### config.mk
export PLATFORM = sky130hd
export DESIGN_NAME = dcc_array
export DESIGN_NICKNAME = d
export VERILOG_FILES = /design/src/hw/dcc_pkg.sv /design/src/hw/dcc_array.sv
export SDC_FILE = /design/constraint.sdc
export NUM_CORES = 2
export LEC_CHECK = 0
export ABC_AREA = 1
export BUFFER_PORTS_ARGS = -buffer_cell sky130_fd_sc_hd__buf_2
export CORE_UTILIZATION = 25
export DETAILED_ROUTE_END_ITERATION = 8
export SLEW_MARGIN = 20
export SYNTH_ARGS = -nofsm -noshare
export SYNTH_HDL_FRONTEND = slang
export SYNTH_SLANG_ARGS = --single-unit
### constraint.sdc
create_clock -name clock_i -period 79.9 [get_ports clock_i]
set_clock_uncertainty 0.2 [all_clocks]
set_input_delay 7.99 -clock clock_i [delete_from_list [all_inputs] [get_ports clock_i]]
set_output_delay 7.99 -clock clock_i [all_outputs]
set_load 0.01 [all_outputs]
### src/hw/dcc_pkg.sv
// Package for the dual capture/compare array: map, layouts, types
package dcc_pkg;
	// Data and address widths of the register port
	localparam int DATA_W = 16;
	localparam int ADDR_W = 8;
	localparam int TIMER_W = 16;
	localparam int PRESC_W = 10;
	localparam int CH_PER_UNIT = 16;
	localparam int NUM_CH = 32;
	localparam int NUM_TIMERS = 4;
	// Register map, word addresses
	localparam logic [7:0] ADDR_CH_VALUE = 8'h00;
	localparam logic [7:0] ADDR_CH_CTRL = 8'h20;
	localparam logic [7:0] ADDR_TCTRL0 = 8'h40;
	localparam logic [7:0] ADDR_TCTRL1 = 8'h41;
	localparam logic [7:0] ADDR_TIMER = 8'h44;
	localparam logic [7:0] ADDR_FLAG_LO = 8'h50;
	localparam logic [7:0] ADDR_FLAG_HI = 8'h51;
	localparam logic [7:0] ADDR_EN_LO = 8'h52;
	localparam logic [7:0] ADDR_EN_HI = 8'h53;
	// Timer control field positions: timer a low byte, timer b high byte
	localparam int TB_SHIFT = 8;
	localparam int TCFG_W = 6;
	// Prescaler: full mask is the divide-by-1024 setting
	localparam logic [9:0] PRESC_FULL = 10'h3FF;
	localparam logic [2:0] SEL_MAX = 3'h7;
	// Reset value and counter top
	localparam logic [15:0] RST_WORD = 16'h0000;
	localparam logic [15:0] TIMER_TOP = 16'hFFFF;

	// Timer clock source
	typedef enum logic [1:0] {
		DCC_SRC_PRESC = 2'b00,
		DCC_SRC_GP_OVF = 2'b01,
		DCC_SRC_EXT = 2'b10,
		DCC_SRC_OFF = 2'b11
	} dcc_src_type;

	// Channel function
	typedef enum logic [1:0] {
		DCC_FN_OFF = 2'b00,
		DCC_FN_CAPTURE = 2'b01,
		DCC_FN_COMPARE = 2'b10,
		DCC_FN_RSVD = 2'b11
	} dcc_fn_type;

	// Compare modes; double register mode is code 4
	typedef enum logic [2:0] {
		DCC_CMP_IRQ_MULTI = 3'b000,
		DCC_CMP_TOGGLE = 3'b001,
		DCC_CMP_IRQ_ONCE = 3'b010,
		DCC_CMP_SET_CLR = 3'b011,
		DCC_CMP_DOUBLE = 3'b100
	} dcc_cmp_type;

	// Per timer configuration, six bits
	typedef struct packed {
		logic run;
		dcc_src_type src;
		logic [2:0] sel;
	} dcc_tcfg_type;

	// Per channel configuration, low eight bits of the control word
	typedef struct packed {
		dcc_cmp_type cmp;
		logic [1:0] edge_sel;
		logic tsel;
		dcc_fn_type fn;
	} dcc_chcfg_type;

	localparam int CHCFG_W = 8;
endpackage

### src/hw/dcc_array.sv
// Dual capture/compare array: two units, four timers, 32 channels
`timescale 1ns/1ps
`default_nettype none

module dcc_array
	import dcc_pkg::*;
#(
	parameter int UNIT2_OUT_CH = 12
)
(
	input wire logic clock_i,
	input wire logic rst_i,
	input wire logic ce_i,
	input wire logic [ADDR_W-1:0] addr_i,
	input wire logic [DATA_W-1:0] wdata_i,
	input wire logic wr_i,
	input wire logic rd_i,
	output logic [DATA_W-1:0] rdata_o,
	input wire logic [1:0] ext_count_i,
	input wire logic gp_ovf_i,
	input wire logic [NUM_CH-1:0] pin_i,
	output logic [NUM_CH-1:0] pin_o,
	output logic [NUM_CH-1:0] pin_oe_n_o,
	output logic [NUM_CH-1:0] irq_o
);

	// Elaboration check on the number of unit two outputs
	if (UNIT2_OUT_CH < 0 || UNIT2_OUT_CH > CH_PER_UNIT)
		$error("UNIT2_OUT_CH must lie between 0 and 16");

	// Channels whose pin can be driven at all
	localparam logic [NUM_CH-1:0] OUT_MASK =
		NUM_CH'((64'h1 << (CH_PER_UNIT + UNIT2_OUT_CH)) - 64'h1);

	logic [PRESC_W-1:0] presc;
	logic [1:0] ext_q;
	logic [1:0] ext_edge;
	dcc_tcfg_type tcfg [NUM_TIMERS];
	logic [TIMER_W-1:0] tval [NUM_TIMERS];
	logic [TIMER_W-1:0] treload [NUM_TIMERS];
	logic [NUM_TIMERS-1:0] tupd;
	logic [NUM_TIMERS-1:0] tovf;
	logic [TIMER_W-1:0] ch_value [NUM_CH];
	dcc_chcfg_type ch_cfg [NUM_CH];
	logic [NUM_CH-1:0] ch_match;
	logic [NUM_CH-1:0] ch_event;
	logic [NUM_CH-1:0] flag;
	logic [NUM_CH-1:0] enable;
	logic [DATA_W-1:0] next_rdata;
	logic [ADDR_W-1:0] toff;

	// Free-running prescaler shared by all four timers
	always_ff @(posedge clock_i or posedge rst_i)
	begin
		if (rst_i)
			presc <= '0;
		else if (ce_i)
			presc <= presc + 1'b1;
	end

	// External count inputs arrive synchronous; register for edge detect
	always_ff @(posedge clock_i or posedge rst_i)
	begin
		if (rst_i)
			ext_q <= 2'b00;
		else if (ce_i)
			ext_q <= ext_count_i;
	end

	// identical path per unit
	// Both units see the same latency, so a shared signal keeps them equal
	assign ext_edge = ext_count_i & ~ext_q;

	// Timer control registers, one word per unit
	always_ff @(posedge clock_i or posedge rst_i)
	begin
		if (rst_i)
		begin
			for (int t = 0; t < NUM_TIMERS; t++)
				tcfg[t] <= dcc_tcfg_type'(RST_WORD[TCFG_W-1:0]);
		end
		else if (ce_i && wr_i)
		begin
			if (addr_i == ADDR_TCTRL0)
			begin
				tcfg[0] <= dcc_tcfg_type'(wdata_i[TCFG_W-1:0]);
				tcfg[1] <= dcc_tcfg_type'(wdata_i[TB_SHIFT+TCFG_W-1:TB_SHIFT]);
			end
			if (addr_i == ADDR_TCTRL1)
			begin
				tcfg[2] <= dcc_tcfg_type'(wdata_i[TCFG_W-1:0]);
				tcfg[3] <= dcc_tcfg_type'(wdata_i[TB_SHIFT+TCFG_W-1:TB_SHIFT]);
			end
		end
	end

	for (genvar t = 0; t < NUM_TIMERS; t++)
	begin : g_timer
		localparam logic [ADDR_W-1:0] A_CNT = ADDR_W'(ADDR_TIMER + 2 * t);
		localparam logic [ADDR_W-1:0] A_REL = ADDR_W'(ADDR_TIMER + 2 * t + 1);
		logic [PRESC_W-1:0] mask;
		logic tick;

		// divider 8 << sel
		// Tick when the low sel+3 prescaler bits are all ones
		assign mask = PRESC_FULL >> (SEL_MAX - tcfg[t].sel);

		// external count only on the first timer of a unit
		always_comb
		begin
			unique case (tcfg[t].src)
				DCC_SRC_PRESC: tick = (presc & mask) == mask;
				DCC_SRC_GP_OVF: tick = gp_ovf_i;
				DCC_SRC_EXT: tick = (t % 2 == 0) ? ext_edge[t/2] : 1'b0;
				DCC_SRC_OFF: tick = 1'b0;
			endcase
		end

		// Reload register
		always_ff @(posedge clock_i or posedge rst_i)
		begin
			if (rst_i)
				treload[t] <= RST_WORD;
			else if (ce_i && wr_i && addr_i == A_REL)
				treload[t] <= wdata_i;
		end

		// Counter; a software write wins over a tick in the same cycle
		always_ff @(posedge clock_i or posedge rst_i)
		begin
			if (rst_i)
			begin
				tval[t] <= RST_WORD;
				tupd[t] <= 1'b0;
				tovf[t] <= 1'b0;
			end
			else if (ce_i)
			begin
				tupd[t] <= 1'b0;
				tovf[t] <= 1'b0;
				if (wr_i && addr_i == A_CNT)
					tval[t] <= wdata_i;
				else if (tcfg[t].run && tick)
				begin
					tupd[t] <= 1'b1;
					// reload zero runs the full range
					if (tval[t] == TIMER_TOP)
					begin
						tval[t] <= treload[t];
						tovf[t] <= 1'b1;
					end
					else
						tval[t] <= tval[t] + 1'b1;
				end
			end
		end
	end

	for (genvar c = 0; c < NUM_CH; c++)
	begin : g_ch
		localparam int UNIT = c / CH_PER_UNIT;
		localparam int LOCAL = c % CH_PER_UNIT;
		localparam logic [ADDR_W-1:0] A_VAL = ADDR_W'(ADDR_CH_VALUE + c);
		localparam logic [ADDR_W-1:0] A_CFG = ADDR_W'(ADDR_CH_CTRL + c);
		// Double mode pairs channel n with n+8 of the same unit
		localparam int PARTNER = (LOCAL < 8) ? c + 8 : c;
		logic [2:0] pin_sync;
		logic rise;
		logic fall;
		logic cap;
		logic [1:0] tidx;
		logic is_cmp;
		logic once_done;

		assign tidx = {UNIT[0], ch_cfg[c].tsel};
		assign is_cmp = ch_cfg[c].fn == DCC_FN_COMPARE;

		// two-stage synchroniser, edge on later stages
		always_ff @(posedge clock_i or posedge rst_i)
		begin
			if (rst_i)
				pin_sync <= 3'b000;
			else if (ce_i)
				pin_sync <= {pin_sync[1:0], pin_i[c]};
		end

		assign rise = pin_sync[1] & ~pin_sync[2];
		assign fall = ~pin_sync[1] & pin_sync[2];

		assign cap = ch_cfg[c].fn == DCC_FN_CAPTURE &&
			((ch_cfg[c].edge_sel[0] && rise) ||
			(ch_cfg[c].edge_sel[1] && fall));

		// compare on each fresh timer value
		// Comparing only after an update keeps a stopped timer from
		// matching every cycle
		assign ch_match[c] = is_cmp && tupd[tidx] && tval[tidx] == ch_value[c];

		// Configuration register
		always_ff @(posedge clock_i or posedge rst_i)
		begin
			if (rst_i)
				ch_cfg[c] <= dcc_chcfg_type'(RST_WORD[CHCFG_W-1:0]);
			else if (ce_i && wr_i && addr_i == A_CFG)
				ch_cfg[c] <= dcc_chcfg_type'(wdata_i[CHCFG_W-1:0]);
		end

		always_ff @(posedge clock_i or posedge rst_i)
		begin
			if (rst_i)
				ch_value[c] <= RST_WORD;
			else if (ce_i)
			begin
				if (cap)
					ch_value[c] <= tval[tidx];
				else if (wr_i && addr_i == A_VAL)
					ch_value[c] <= wdata_i;
			end
		end

		// one event per period, rearmed by overflow
		always_ff @(posedge clock_i or posedge rst_i)
		begin
			if (rst_i)
				once_done <= 1'b0;
			else if (ce_i)
			begin
				if (tovf[tidx] || !is_cmp)
					once_done <= 1'b0;
				else if (ch_match[c] && (ch_cfg[c].cmp == DCC_CMP_IRQ_ONCE ||
					ch_cfg[c].cmp == DCC_CMP_SET_CLR))
					once_done <= 1'b1;
			end
		end

		always_comb
		begin
			ch_event[c] = cap;
			if (ch_match[c])
			begin
				if (ch_cfg[c].cmp == DCC_CMP_IRQ_ONCE ||
					ch_cfg[c].cmp == DCC_CMP_SET_CLR)
					ch_event[c] = !once_done;
				else
					ch_event[c] = 1'b1;
			end
		end

		// pin drive and direction per channel
		// channels without an output never drive
		always_ff @(posedge clock_i or posedge rst_i)
		begin
			if (rst_i)
			begin
				pin_o[c] <= 1'b0;
				pin_oe_n_o[c] <= 1'b1;
			end
			else if (ce_i)
			begin
				pin_oe_n_o[c] <= !(OUT_MASK[c] && is_cmp &&
					ch_cfg[c].cmp != DCC_CMP_IRQ_MULTI &&
					ch_cfg[c].cmp != DCC_CMP_IRQ_ONCE);
				if (!OUT_MASK[c])
					pin_o[c] <= 1'b0;
				else if (is_cmp && ch_cfg[c].cmp == DCC_CMP_TOGGLE &&
					ch_match[c])
					pin_o[c] <= !pin_o[c];
				// either register of the pair toggles
				else if (is_cmp && ch_cfg[c].cmp == DCC_CMP_DOUBLE &&
					(ch_match[c] || (PARTNER != c && ch_match[PARTNER])))
					pin_o[c] <= !pin_o[c];
				// set on match, clear on overflow
				else if (is_cmp && ch_cfg[c].cmp == DCC_CMP_SET_CLR)
				begin
					if (tovf[tidx])
						pin_o[c] <= 1'b0;
					else if (ch_match[c] && !once_done)
						pin_o[c] <= 1'b1;
				end
			end
		end
	end

	// request flags; a hardware set beats a software clear
	always_ff @(posedge clock_i or posedge rst_i)
	begin
		if (rst_i)
			flag <= '0;
		else if (ce_i)
		begin
			if (wr_i && addr_i == ADDR_FLAG_LO)
				flag <= {flag[31:16], wdata_i} | ch_event;
			else if (wr_i && addr_i == ADDR_FLAG_HI)
				flag <= {wdata_i, flag[15:0]} | ch_event;
			else
				flag <= flag | ch_event;
		end
	end

	always_ff @(posedge clock_i or posedge rst_i)
	begin
		if (rst_i)
			enable <= '0;
		else if (ce_i && wr_i)
		begin
			if (addr_i == ADDR_EN_LO)
				enable[15:0] <= wdata_i;
			if (addr_i == ADDR_EN_HI)
				enable[31:16] <= wdata_i;
		end
	end

	// Gated requests leave as registered levels, one per channel
	always_ff @(posedge clock_i or posedge rst_i)
	begin
		if (rst_i)
			irq_o <= '0;
		else if (ce_i)
			irq_o <= flag & enable;
	end

	// Timer words start at an unaligned base, so index from the offset
	assign toff = addr_i - ADDR_TIMER;

	// Read decode; unmapped addresses read zero
	always_comb
	begin
		next_rdata = RST_WORD;
		if (addr_i < ADDR_CH_CTRL)
			next_rdata = ch_value[addr_i[4:0]];
		else if (addr_i < ADDR_TCTRL0)
			next_rdata = {8'h00, ch_cfg[addr_i[4:0]]};
		else if (addr_i == ADDR_TCTRL0)
			next_rdata = {2'b00, tcfg[1], 2'b00, tcfg[0]};
		else if (addr_i == ADDR_TCTRL1)
			next_rdata = {2'b00, tcfg[3], 2'b00, tcfg[2]};
		else if (addr_i >= ADDR_TIMER && addr_i < ADDR_TIMER + 8'h08)
			next_rdata = toff[0] ? treload[toff[2:1]] : tval[toff[2:1]];
		else if (addr_i == ADDR_FLAG_LO)
			next_rdata = flag[15:0];
		else if (addr_i == ADDR_FLAG_HI)
			next_rdata = flag[31:16];
		else if (addr_i == ADDR_EN_LO)
			next_rdata = enable[15:0];
		else if (addr_i == ADDR_EN_HI)
			next_rdata = enable[31:16];
	end

	// Read data stand only in the cycle after the strobe
	always_ff @(posedge clock_i or posedge rst_i)
	begin
		if (rst_i)
			rdata_o <= RST_WORD;
		else if (ce_i)
			rdata_o <= rd_i ? next_rdata : RST_WORD;
	end

endmodule // dcc_array

`default_nettype wire

==> run_results.csv <==
group,metric,value,unit
synthesis,synth.distinct_cells,66,
worst_setup_path,crit_required,80.51,ns
power,peakVddDrop,16.7,uV
layout,post-route-util,0.280,
clock_network,cts_tree,"yes",
floorplanning,start_util,0.252,
clock_network,cts_buffers,148,
status,outcome,"finished, violations left",
worst_setup_path,critical_path_class,"in2reg",
global_route,grt_max_degree,153,
clock_network,clock-sinks,1236,
status,violations,"design-rule violations",
worst_setup_path,cp-start-kind,"input pin",
drt,wl_per_cell,25.2,um
layout,final_common_cell,"nand2_1",
job,drv_cap,0,
global_route,antenna_found_initial,29,
power,internal-power,1.19,mW
drt,drc,9,
sta,setup_viol,0,
worst_setup_path,crit_fanout,92,
layout,ff_latch_area,31000,um^2
synthesis,synth_top_area_cell,"dfrtp_1",
sta,fin_crit_sh,0.157,
clock_network,clk_path_buf_depth,4,
clock_network,htreeDepth,4,
global_route,gr-total-overflow,0,
sta,fmax,0.0799,GHz
drt,firstDrtPassIters,9,
global_route,track_usage,0.245,
drt,vias_per_cell,5.44,
layout,nNetsFinal,12300,
power,switching_power,697,uW
floorplanning,boundaryPins,176,
synthesis,synth_enable_flop_cells,0,
sta,period_needed,12.51,ns
sta,final_hold_viol_count,0,
layout,synthToLayoutAreaGrowth,11.0,%
layout,fin_area,91800,um^2
global_route,grt_pass1_wl,595000,um
sta,rsz0062_at_grt,"false",
synthesis,async_flop_share,1.00,
sta,tns,0,ns
sta,setup_ws,67.39,ns
clock_network,cts_resized,0,
synthesis,synth_top_area_frac,0.365,
global_route,grt_pass1_vias,81200,
floorplanning,die_w,577,um
drt,drt_iter0_markers,13600,
place,place.gp.congestion,1.03,
floorplanning,core,328000,um^2
clock_network,path_clk_slew,0.06,ns
power,p_clk_frac,0.386,
clock_network,insertion_delay,0.88,ns
power,swShare,0.368,
sta,maxSlewViolCount,0,
synthesis,synthCells,12600,
synthesis,netlist_area,82800,um^2
power,combPwrFrac,0.233,
drt,dr_total_vias,91000,
place,portBuffers,167,
layout,fillers,36200,
clock_network,root_buffer,"clkbuf_16",
drt,drt-total-wl,421000,um
clock_network,cts-hold-fix-buffers,0,
power,p_seq_frac,0.381,
synthesis,syn_area_per_cell,6.58,um^2
worst_setup_path,cp-end-kind,"register",
synthesis,synthFlopType,"dfrtp_1",
power,p_leak,44.2,nW
layout,final_cell_mix,"4,646 x nand2_1, 1,442 x o21ai_0, 1,181 x dfrtp_1",
layout,multiInputGateArea,44200,um^2
drt,drtAntennaViolNets,0,
place,post_dp_cell_area,86700,um^2
sta,slew_headroom,0.0840,
sta,worst_hold_slack,0.266,ns
synthesis,ys_seq_elements,1236,
synthesis,ys_warn_count,0,
floorplanning,die_h,577,um
floorplanning,std_cell_rows,210,
worst_setup_path,worstPathArrival,13.12,ns
synthesis,synth_area_leaders,"dfrtp_1 37%, nand2_1 21%, o21ai_0 8.7%",
floorplanning,design.die.area,333000,um^2
synthesis,synth-seq-area-share,0.374,
place,pre_cts_ws,66.83,ns
clock_network,post_cts_buffers,0,
sta,worstMarginPinSlew,1.36,ns
power,powerDensity,20.6,nW/um^2
hold_path,hp-class,"reg2reg",
place,dpl.hpwl,291000,um
layout,layout-drive-gt1-share,0.0691,
## power by group through the flow
stage / registers, mW / logic (mW) / clock network [mW]
after global routing: 0.720 / 0.472 / 0.754
after floorplan: 0.695 / 0.281 / 0
after global placement: 0.728 / 0.417 / 0
final: 0.721 / 0.441 / 0.729
after CTS: 0.717 / 0.421 / 0.732
after detailed placement: 0.728 / 0.420 / 0
## registers in the layout, indices dropped and copies added (netlist names), 64 cells and up
| signal | count |
|---|---|
| treload | 64 |
| tval | 64 |
| ch_value | 512 |
| g_ch.pin_sync | 96 |
| ch_cfg | 256 |
## synth_stat cells, drive strengths merged (2+ instances only)
library cell and n:
o21a 7, ha 5, clkbuf 370, nand4 130, nand2 4670, conb 2
o311ai 3, o31ai 3, nor3b 6, clkinv 7, nor3 42, xnor2 4
o22ai 367, inv 1003, a22oi 12, nand3b 27, o211ai 565, buf 475
o221ai 19, a41oi 3, dfrtp 1208, nor4 12, or2 19, nor2 833
o21bai 2, a221oi 8, and3 8, a21oi 239, o21ai 1582, and2 7
xor2 88, a31oi 19, dfstp 28, a2bb2oi 2, a211oi 38, nand3 763
## through the flow
step           power [mW]  instances
5_1_grt              1.95      16700
3_3_place_gp         1.14      16500
2_1_floorplan       0.975      12600
3_5_place_dp         1.15      16500
6_report             1.89      16700
4_1_cts              1.87      16700
## metal layers
layer	track usage	part of all wire	vias to the layer above
met1	0.315	0.39	42600
met4	0.175	0.085	16
met3	0.0796	0.13	1465
li1	-	-	40900
met5	0	0.00024	-
met2	0.342	0.39	5981
## cell type report
cell class | instances | area share
multi-input combinational | 9498 | 0.481
sequential | 1236 | 0.337
tap | 4346 | 0.0592
clock buffer | 204 | 0.0469
inverter | 1010 | 0.0418
timing repair buffer | 362 | 0.0259
clock inverter | 56 | 0.00745
antenna | 14 | 0.000381
## kinds of logic (layout without fill, tap and decap cells)
family                     count (synthesis)  after routing  share of synthesized area
and+or+nand+nor                         6518           6518                      0.319
AOI/OAI and AO/OA                       2874           2874                      0.201
buffers and inverters                   1855           1632                     0.0958
DFF                                     1236           1236                      0.374
xor gates and xnor gates                  92             92                    0.00973
adders and majority gates                  5              5                   0.000756
other                                      2             22                  0.0000907
muxes                                      1              1                   0.000121
## critical path: stages
cell and delay, ns:
buf_4 0.30, buf_4 0.68, inv_2 0.33, nand2_8 0.63
buf_4 1.01, o22ai_1 0.14, o21ai_0 0.80, nand4_1 0.37
nand2_1 0.14, nand3_1 0.25, nand2_1 0.14, nand2_1 0.06
nand2_1 0.07
## path summary, 6_finish.rpt
kind / startpoint / to / slack (ns) / cells after the start
worst max-delay path: addr_i[1] / rdata_o[11] / 67.39 / 13
worst min-delay path: pin_oe_n_o[5] / pin_oe_n_o[5] / 0.27 / 2
worst max register to register: tval[17] / pin_o[22] / 75.68 / 12
worst min register to register: pin_oe_n_o[5] / pin_oe_n_o[5] / 0.27 / 2
max in group asynchronous: rst_i / ch_cfg[255] / 67.77 / 7
min in group asynchronous: rst_i / ch_value[87] / 7.05 / 2
(Power assumes the default switching activity.)
